[src/rtl/crg_pkg.sv]
// Constants for the CPU register file and change guard block
package crg_pkg;
  localparam int            NUM_REGS         = 32;
  localparam int            REG_W            = 8;
  localparam logic [4:0]    PTR1_LO          = 5'h1A;
  localparam logic [4:0]    PTR2_LO          = 5'h1C;
  localparam logic [4:0]    PTR3_LO          = 5'h1E;
  localparam logic [5:0]    OFS_GUARD        = 6'h04;
  localparam logic [5:0]    OFS_SP_LO        = 6'h0D;
  localparam logic [5:0]    OFS_SP_HI        = 6'h0E;
  localparam logic [5:0]    OFS_FLAGS        = 6'h0F;
  localparam logic [5:0]    OFS_TEMP         = 6'h10;
  localparam logic [7:0]    SIG_SELF_PROG    = 8'h9D;
  localparam logic [7:0]    SIG_IO_UNLOCK    = 8'hD8;
  localparam int            GUARD_IO_BIT     = 0;
  localparam int            GUARD_SP_BIT     = 1;
  localparam logic [2:0]    GUARD_INSNS      = 3'h4;
  localparam logic [15:0]   SP_RESET         = 16'h37FF;
  localparam logic [7:0]    FLAGS_RESET      = 8'h00;
  localparam logic [1:0]    MODE_DISP        = 2'h0;
  localparam logic [1:0]    MODE_POSTINC     = 2'h1;
  localparam logic [1:0]    MODE_PREDEC      = 2'h2;
  typedef enum logic [1:0] {CRG_IDLE, CRG_IO_OPEN, CRG_SP_OPEN} crg_guard_t;
endpackage : crg_pkg

[src/rtl/crg_core.sv]
// CPU working register file, pointer pairs, 16-bit access latch and change guard
`timescale 1ns/100ps
// How it works
// - Thirty-two byte registers, read combinationally and written in one cycle.
// - Byte reads on two ports, word reads on port A only; byte or word result writes.
// - Indices 0x1A..0x1F also form three 16-bit pointer pairs.
// - Lower index is pointer bits 7:0, higher index bits 15:8.
// - Loads/stores pick any pointer; program load, indirect call and jump use third.
// - Pointers give displacement, post-increment and pre-decrement addressing.
// - Working registers live apart; the I/O bus cannot reach them.
// - Low byte write is held; high byte write commits both at once.
// - Low byte read copies high byte to temp; high read returns it.
// - The temporary byte is directly readable and writable.
// - Protected writes and self-programming blocked without a valid signature.
// - I/O window closes on data or I/O bus write, flash/controller/EEPROM access, sleep, or after four instructions.
// - Self-program window lasts four instructions; cancelled by flash access, sleep or a self-programming instruction.
// - Interrupts held off while a window is open, including non-maskable ones.
// - Debug port reads and writes registers while halted, then resumes.
// - 0x9D opens self-programming; 0xD8 unlocks protected I/O.
// - Guard bit 0 shows I/O window, bit 1 self-program window, rest zero.
module crg_core #(
  parameter int AW = 6
) (
  // Clock and reset
  input  wire logic          mclk,
  input  wire logic          rst_n,
  // Operand read ports
  input  wire logic [4:0]    rd_a_idx,
  input  wire logic [4:0]    rd_b_idx,
  output logic      [7:0]    rd_a_data,
  output logic      [7:0]    rd_b_data,
  output logic      [15:0]   rd_word_data,
  // Result write port
  input  wire logic          wr_byte_en,
  input  wire logic          wr_word_en,
  input  wire logic [4:0]    wr_idx,
  input  wire logic [15:0]   wr_data,
  // Pointer addressing
  input  wire logic [1:0]    ptr_sel,
  input  wire logic [1:0]    ptr_mode,
  input  wire logic [5:0]    ptr_disp,
  input  wire logic          ptr_use,
  input  wire logic          prog_ptr_use,
  output logic      [15:0]   ptr_addr,
  output logic      [15:0]   prog_addr,
  // Instruction events
  input  wire logic          insn_done,
  input  wire logic          data_write,
  input  wire logic          nvm_access,
  input  wire logic          sleep_exec,
  input  wire logic          spm_exec,
  input  wire logic          prot_write_req,
  output logic               prot_write_ok,
  output logic               spm_ok,
  output logic               irq_hold,
  // Peripheral I/O bus
  input  wire logic          io_wr,
  input  wire logic          io_rd,
  input  wire logic [AW-1:0] io_addr,
  input  wire logic [7:0]    io_wdata,
  output logic      [7:0]    io_rdata,
  output logic      [7:0]    flags,
  output logic      [15:0]   stack_pointer,
  // Debug access while halted
  input  wire logic          dbg_halt,
  input  wire logic          dbg_wr,
  input  wire logic [4:0]    dbg_idx,
  input  wire logic [7:0]    dbg_wdata,
  output logic      [7:0]    dbg_rdata
);
  logic [7:0]         regs_reg [crg_pkg::NUM_REGS];
  logic [7:0]         temp_reg;
  logic [15:0]        sp_reg;
  logic [7:0]         flags_reg;
  crg_pkg::crg_guard_t guard_reg;
  logic [2:0]         guard_cnt_reg;
  logic [7:0]         io_rdata_reg;
  wire logic [15:0]   ptr_pair [3];
  logic [15:0]        ptr_val;
  logic [15:0]        ptr_new;
  logic [15:0]        prog_ptr;
  logic [4:0]         ptr_lo_idx;
  logic               ptr_upd;
  logic               wr_guard;
  logic               sig_io;
  logic               sig_sp;
  logic               guard_cancel;
  logic               guard_tick;
  logic               guard_last;
  logic [7:0]         io_rd_mux;

  assign rd_a_data    = regs_reg[rd_a_idx];
  assign rd_b_data    = regs_reg[rd_b_idx];
  assign rd_word_data = {regs_reg[rd_a_idx | 5'h01], regs_reg[rd_a_idx & 5'h1E]};
  assign dbg_rdata    = regs_reg[dbg_idx];

  // The three pointer pairs, low byte at the even index
  genvar gp;
  generate
    for (gp = 0; gp < 3; gp = gp + 1)
    begin : g_ptr
      localparam logic [4:0] LO = crg_pkg::PTR1_LO + 5'(2 * gp);
      assign ptr_pair[gp] = {regs_reg[LO + 5'h01], regs_reg[LO]};
    end
  endgenerate

  always_comb
  begin
    case (ptr_sel)
      2'h0:
      begin
        ptr_lo_idx = crg_pkg::PTR1_LO;
        ptr_val    = ptr_pair[0];
      end
      2'h1:
      begin
        ptr_lo_idx = crg_pkg::PTR2_LO;
        ptr_val    = ptr_pair[1];
      end
      default:
      begin
        ptr_lo_idx = crg_pkg::PTR3_LO;
        ptr_val    = ptr_pair[2];
      end
    endcase
  end

  assign prog_ptr = ptr_pair[2];

  always_comb
  begin
    ptr_new  = ptr_val;
    ptr_addr = ptr_val;
    ptr_upd  = 1'b0;
    case (ptr_mode)
      crg_pkg::MODE_DISP:
      begin
        ptr_addr = ptr_val + {10'h000, ptr_disp};
      end
      crg_pkg::MODE_POSTINC:
      begin
        ptr_new = ptr_val + 16'h0001;
        ptr_upd = ptr_use;
      end
      crg_pkg::MODE_PREDEC:
      begin
        ptr_new  = ptr_val - 16'h0001;
        ptr_addr = ptr_new;
        ptr_upd  = ptr_use;
      end
      default:
      begin
        ptr_addr = ptr_val;
      end
    endcase
  end

  assign prog_addr = prog_ptr_use ? prog_ptr : 16'h0000;

  // Per-register next value; a result write beats a pointer update on the same register
  genvar gi;
  generate
    for (gi = 0; gi < crg_pkg::NUM_REGS; gi = gi + 1)
    begin : g_reg
      localparam logic [4:0] IDX = 5'(gi);
      logic       hit_dbg;
      logic       hit_word;
      logic       hit_byte;
      logic       hit_ptr;
      logic [7:0] cell_next;

      assign hit_dbg  = dbg_halt && dbg_wr && dbg_idx == IDX;
      assign hit_word = !dbg_halt && wr_word_en && (wr_idx & 5'h1E) == (IDX & 5'h1E);
      assign hit_byte = !dbg_halt && wr_byte_en && !wr_word_en && wr_idx == IDX;
      assign hit_ptr  = !dbg_halt && ptr_upd && ptr_lo_idx == (IDX & 5'h1E);

      always_comb
      begin
        cell_next = regs_reg[gi];
        if (hit_dbg)
          cell_next = dbg_wdata;
        else if (hit_word)
          cell_next = IDX[0] ? wr_data[15:8] : wr_data[7:0];
        else if (hit_byte)
          cell_next = wr_data[7:0];
        else if (hit_ptr)
          cell_next = IDX[0] ? ptr_new[15:8] : ptr_new[7:0];
      end

      // No I/O bus term reaches a working register
      always_ff @(posedge mclk)
      begin
        if (!rst_n)
          regs_reg[gi] <= 8'h00;
        else
          regs_reg[gi] <= cell_next;
      end
    end
  endgenerate

  // Shared temporary byte for 16-bit accesses
  always_ff @(posedge mclk)
  begin
    if (!rst_n)
      temp_reg <= 8'h00;
    else if (io_wr && io_addr == AW'(crg_pkg::OFS_SP_LO))
    begin
      temp_reg <= io_wdata;
    end
    else if (io_wr && io_addr == AW'(crg_pkg::OFS_TEMP))
    begin
      temp_reg <= io_wdata;
    end
    else if (io_rd && io_addr == AW'(crg_pkg::OFS_SP_LO))
    begin
      temp_reg <= sp_reg[15:8];
    end
  end

  // Stack pointer takes both halves at the high byte write
  always_ff @(posedge mclk)
  begin
    if (!rst_n)
      sp_reg <= crg_pkg::SP_RESET;
    else if (io_wr && io_addr == AW'(crg_pkg::OFS_SP_HI))
      sp_reg <= {io_wdata, temp_reg};
  end

  always_ff @(posedge mclk)
  begin
    if (!rst_n)
      flags_reg <= crg_pkg::FLAGS_RESET;
    else if (io_wr && io_addr == AW'(crg_pkg::OFS_FLAGS))
      flags_reg <= io_wdata;
  end

  assign wr_guard = io_wr && io_addr == AW'(crg_pkg::OFS_GUARD);
  assign sig_io   = wr_guard && io_wdata == crg_pkg::SIG_IO_UNLOCK;
  assign sig_sp   = wr_guard && io_wdata == crg_pkg::SIG_SELF_PROG;

  // Cancel events differ per mode; the unlocking write itself is not one of them
  always_comb
  begin
    case (guard_reg)
      crg_pkg::CRG_IO_OPEN:
        guard_cancel = data_write || io_wr || nvm_access || sleep_exec;
      crg_pkg::CRG_SP_OPEN:
        guard_cancel = nvm_access || sleep_exec || spm_exec;
      default:
        guard_cancel = 1'b0;
    endcase
  end

  assign guard_tick = insn_done && guard_reg != crg_pkg::CRG_IDLE;
  assign guard_last = guard_tick && guard_cnt_reg == 3'h1;

  // Window state; a fresh signature wins over a cancel in the same cycle
  always_ff @(posedge mclk)
  begin
    if (!rst_n)
      guard_reg <= crg_pkg::CRG_IDLE;
    else if (sig_io)
      guard_reg <= crg_pkg::CRG_IO_OPEN;
    else if (sig_sp)
      guard_reg <= crg_pkg::CRG_SP_OPEN;
    else
    begin
      case (guard_reg)
        crg_pkg::CRG_IO_OPEN:
        begin
          if (guard_cancel || guard_last)
            guard_reg <= crg_pkg::CRG_IDLE;
        end
        crg_pkg::CRG_SP_OPEN:
        begin
          if (guard_cancel || guard_last)
            guard_reg <= crg_pkg::CRG_IDLE;
        end
        default:
          guard_reg <= crg_pkg::CRG_IDLE;
      endcase
    end
  end

  // Instructions left in the open window
  always_ff @(posedge mclk)
  begin
    if (!rst_n)
      guard_cnt_reg <= 3'h0;
    else if (sig_io || sig_sp)
      guard_cnt_reg <= crg_pkg::GUARD_INSNS;
    else if (guard_reg == crg_pkg::CRG_IDLE)
      guard_cnt_reg <= 3'h0;
    else if (guard_tick && !guard_cancel)
      guard_cnt_reg <= guard_cnt_reg - 3'h1;
  end

  assign prot_write_ok = prot_write_req && guard_reg == crg_pkg::CRG_IO_OPEN;
  assign spm_ok        = spm_exec && guard_reg == crg_pkg::CRG_SP_OPEN;
  assign irq_hold      = guard_reg != crg_pkg::CRG_IDLE;

  // Byte bus read mux; unmapped offsets read zero
  always_comb
  begin
    io_rd_mux = 8'h00;
    if (io_addr == AW'(crg_pkg::OFS_GUARD))
    begin
      io_rd_mux[crg_pkg::GUARD_IO_BIT] = guard_reg == crg_pkg::CRG_IO_OPEN;
      io_rd_mux[crg_pkg::GUARD_SP_BIT] = guard_reg == crg_pkg::CRG_SP_OPEN;
    end
    else if (io_addr == AW'(crg_pkg::OFS_SP_LO))
    begin
      io_rd_mux = sp_reg[7:0];
    end
    else if (io_addr == AW'(crg_pkg::OFS_SP_HI))
    begin
      io_rd_mux = temp_reg;
    end
    else if (io_addr == AW'(crg_pkg::OFS_TEMP))
    begin
      io_rd_mux = temp_reg;
    end
    else if (io_addr == AW'(crg_pkg::OFS_FLAGS))
    begin
      io_rd_mux = flags_reg;
    end
  end

  // Read data holds until the next read
  always_ff @(posedge mclk)
  begin
    if (!rst_n)
      io_rdata_reg <= 8'h00;
    else if (io_rd)
      io_rdata_reg <= io_rd_mux;
  end

  assign io_rdata      = io_rdata_reg;
  assign flags         = flags_reg;
  assign stack_pointer = sp_reg;
endmodule : crg_core

[config.mk]
export PLATFORM = sky130hd
export DESIGN_NAME = crg_core
export DESIGN_NICKNAME = d
export VERILOG_FILES = /design/src/rtl/crg_pkg.sv /design/src/rtl/crg_core.sv
export SDC_FILE = /design/constraint.sdc
export NUM_CORES = 1
export LEC_CHECK = 0
export BUFFER_PORTS_ARGS = -buffer_cell sky130_fd_sc_hd__buf_2
export CAP_MARGIN = 20
export CELL_PAD_IN_SITES_DETAIL_PLACEMENT = 1
export CELL_PAD_IN_SITES_GLOBAL_PLACEMENT = 2
export CORE_ASPECT_RATIO = 2
export CORE_MARGIN = 8
export CORE_UTILIZATION = 37
export DETAILED_ROUTE_END_ITERATION = 12
export MAX_ROUTING_LAYER = met4
export PLACE_DENSITY = 0.76
export SYNTH_ARGS = -nofsm -noshare
export SYNTH_HDL_FRONTEND = slang
export SYNTH_SLANG_ARGS = --single-unit
[constraint.sdc]
create_clock -name mclk -period 4.15 [get_ports mclk]
set_input_delay 0.83 -clock mclk [delete_from_list [all_inputs] [get_ports mclk]]
set_output_delay 0.83 -clock mclk [all_outputs]
set_load 0.005 [all_outputs]
==> results.md <==
- Final period util: 98.2%
- Switching part of the total: 33.7%
- Crit-path max FO: 6
- Final net count: 2688
- Hold crit path type: input port to register
- Port Buffers: between 150 and 200
- Fin area: between 30000 and 40000 µm²
- CTS tree: yes
- GRT Residual Overflow: 0
- Post-DR wirelength/cell: about 43 µm
- Cells after synthesis: between 2000 and 2500
- CP Launch Point: regs_reg[26][0]$_SDFFE_PN0P_
- R2r setup slk: about 1 ns
- CTS sink count: 301
- Placed instance count: 3439
- Reg-to-Reg Start: regs_reg[26][0]$_SDFFE_PN0P_
- Area of the mapped netlist: approximately 26000 µm²
- Clock Power Share: 35.3%
- Placer Congestion: 1.11
- Worst Tran Pin Value: 1.30 ns
- Vias per std cell: 7.15
- Slew headroom: 13.6%
- Max FFs per register: 256
- Comb pwr share: 24.6%
- Unrepaired setup endpoints after global routing: yes
- Commonest non-fill, non-tap cells in the layout: mux4_2 (312), nand2_1 (249), nor2_1 (232)
- Status: finished clean
- Count of state elements after synthesis: 301
- Leakage power: 11.0 nW
- Mapped Nets: 2468
- Max-slew violations: 0
- CP Capture Type: output pin
- Core area: 68600 µm²
- Proportion of power drawn by flip-flops and latches: 40.1%
- Sequential area share after synthesis: 31.6%
- Tmin final: 4.08 ns
- Switch Pwr: 3.08 mW
- Site Rows: 136
- P_int: slightly above 6 mW
- Number of synthesis warnings: 0
- CP Launch Type: register
- Yosys cell types: 85
- GRT Util Overall: 39.6%
- Vias in the first global route: 26400
- CTS Buf Count: 31
- Fin. Hold Viols: 0
- Post-DP HPWL: 114000 µm
- Slowest CP cell: dfxtp_4
- Fmax: 245 MHz
- Max incr delay on CP: 0.38 ns
- First-pass GRT wire length: 212000 µm
- Pin count of the biggest net entering global routing: 47
- Antenna violations before repair: 23
- Pre-CTS setup slack: -0.304 ns
- DRC Markers: 0
- Antenna-violating nets left: 0
- Starting DRC count in detailed routing: 2631
- Die area: 78400 µm²
- Max Cap Violations: 0
- Post-synth EDFFs: roughly 210
- Die H: 388 µm
- CP Capture Point: ptr_addr[9]
- Setup ws final: 0.0727 ns
- CTS H-tree lvls: 1
- Initial Util: 37.4%
- Cts hold-fix bufs: 0
- DR pass1 iterations: 7
- Reg2Reg Capture Point: regs_reg[29][6]$_SDFFE_PN0P_
- Layout cells sized above 1: 34.1%
- Fill cells: between 7000 and 8000
- Area Overhead vs Synth: 17.4%
- Layout Utilization: between 40% and 50%
- Vias after detailed routing: 25300
- Critical-path cell list: mux2i_4, o21a_1, inv_2, ha_4, a21o_1, a21oi_4, o21a_1, o21ai_2, buf_4, and3_4, buf_4, a211o_1, o211ai_1, buf_2
- Clock tree buffer depth: 3
- WL final: 153000 µm
- Ys async rst share: 0%
- Worst setup path category: register to output pin
- PwrDens: 304 nW/µm²
- Commonest non-fill, non-tap cell in the layout: mux4_2
- Die width: 202 µm
- Worst-path clk slew: 0.07 ns
- Root buf cell: clkbuf_16
- Io pins: 191
- Worst-case clock skew: 0.0236 ns
- Required time worst endpoint: roughly 3.3 ns
- Setup violators final: 0
- Worst-Skew Late Latency: 0.70 ns
- Placed inst area: 28600 µm²
- Crit path arrival time: 3.25 ns
- Peak VDD IR: 0.316 mV
- Syn Area/Cell: 10.8 µm²
- Finished Layout Cells: 3531
- R2r worst-path depth: 13
- Post-synth top flop: edfxtp_1
## power groups by stage
stage | combinational, mW | clock (mW) | sequential, mW
floorplan | 1.22 | 0 | 3.50
global placement | 2.13 | 0 | 3.68
detailed placement | 2.16 | 0 | 3.70
CTS | 2.17 | 3.21 | 3.63
global route | 2.30 | 3.32 | 3.65
finish | 2.25 | 3.22 | 3.66
## stage by stage
step | total power [mW] | hold WS, ns | TNS (ns)
4_1_cts | 9.01 | 0.425 | 0
3_5_place_dp | 5.86 | 0.467 | -1.65
3_3_place_gp | 5.81 | 0.457 | -0.986
2_1_floorplan | 4.72 | 0.456 | 0
5_1_grt | 9.27 | 0.391 | -0.0397
6_report | 9.14 | 0.399 | 0
## kinds of logic (layout without fill, tap and decap cells)
| kind of cell | after synthesis | after routing | share of synthesized area [%] |
|---|---|---|---|
| buffers and inverters | 276 | 521 | 4.39 |
| muxes | 492 | 492 | 34.6 |
| AOI/OAI and AO/OA | 525 | 525 | 14.5 |
| DFF | 301 | 301 | 31.6 |
| other | 0 | 22 | 0 |
| adders and majority gates | 17 | 17 | 0.860 |
| and+or+nand+nor | 740 | 740 | 13.5 |
| xor gates and xnor gates | 16 | 16 | 0.547 |
## area by class of cell
class                   count  area [µm²]  area share (%)
repair buffers            431        2990            9.95
clock buffers              34         787            2.62
multi-input cells        1790       16500            55.0
inverters                  32         125           0.416
clock inverters            24         313            1.04
well taps                 897        1120            3.73
diodes                     22        55.1           0.183
flip-flops and latches    301        8130            27.0
## how the worst min path moves through the flow
stage,depth (start not counted),from,endpoint,slack (ns)
finish,3,io_wdata[3],stack_pointer[11]$_SDFFE_PN0P_,0.40
global route,3,io_wdata[3],stack_pointer[11]$_SDFFE_PN0P_,0.39
CTS,3,io_wdata[3],stack_pointer[11]$_SDFFE_PN0P_,0.43
detailed placement,2,io_rdata[7]$_SDFFE_PN0P_,io_rdata[7]$_SDFFE_PN0P_,0.47
global placement,2,io_rdata[6]$_SDFFE_PN0P_,io_rdata[6]$_SDFFE_PN0P_,0.46
floorplan,2,temp_reg[3]$_SDFFE_PN0P_,stack_pointer[3]$_SDFFE_PN1P_,0.46
## timing repair
item                       in CTS  in global routing
buffers inserted                2                  8
resized for setup              23                 23
setup endpoints to repair      10                 11
hold endpoints to repair        0                  0
pin swaps                       6                 13
## cells in the mapped netlist (all sizes together) (6+ instances only)
master	n	area share [%]
nor4	16	0.56
inv	32	0.48
o221ai	15	0.51
mux2i	153	6.0
o22ai	25	0.61
o31ai	7	0.21
clkbuf	182	2.7
nand2	249	3.6
and2	25	0.61
nand4	11	0.33
or3	13	0.32
a221oi	15	0.54
a211oi	92	2.7
o21ai	66	1.3
buf	62	1.2
a22oi	23	0.67
nand3	68	1.3
a22o	9	0.31
nor3	40	0.88
o2111ai	16	0.55
a222oi	40	1.6
ha	16	0.78
mux4	312	27
and3	6	0.15
nor2	235	3.5
a31oi	15	0.37
a21boi	10	0.29
nand2b	29	0.71
o211ai	28	0.82
edfxtp	208	24
dfxtp	93	7.3
a2bb2oi	6	0.21
mux2	27	1.2
a21oi	108	2.1
nor2b	10	0.24
or2	6	0.15
xnor2	13	0.44
o21a	16	0.49
## critical path, delay by kind of cell (launching register included)
family,cells,cell delay [ns]
adder cells (fa/ha/maj),1,0.15
AND/OR/NAND/NOR,1,0.18
AO/OA/AOI/OAI,7,1.19
buffers and inverters,4,0.50
flip-flops,1,0.38
multiplexers,1,0.16
## layer usage
metal  GRT usage, %  vias up  share of wire [%]
met5              -        -                  0
met3           11.4      751                8.7
li1               -     9940                  -
met1           34.6    12800                 29
met2           65.1     1729                 49
met4           42.0        0                 14
No activity file was read; power rests on OpenSTA's default activity.
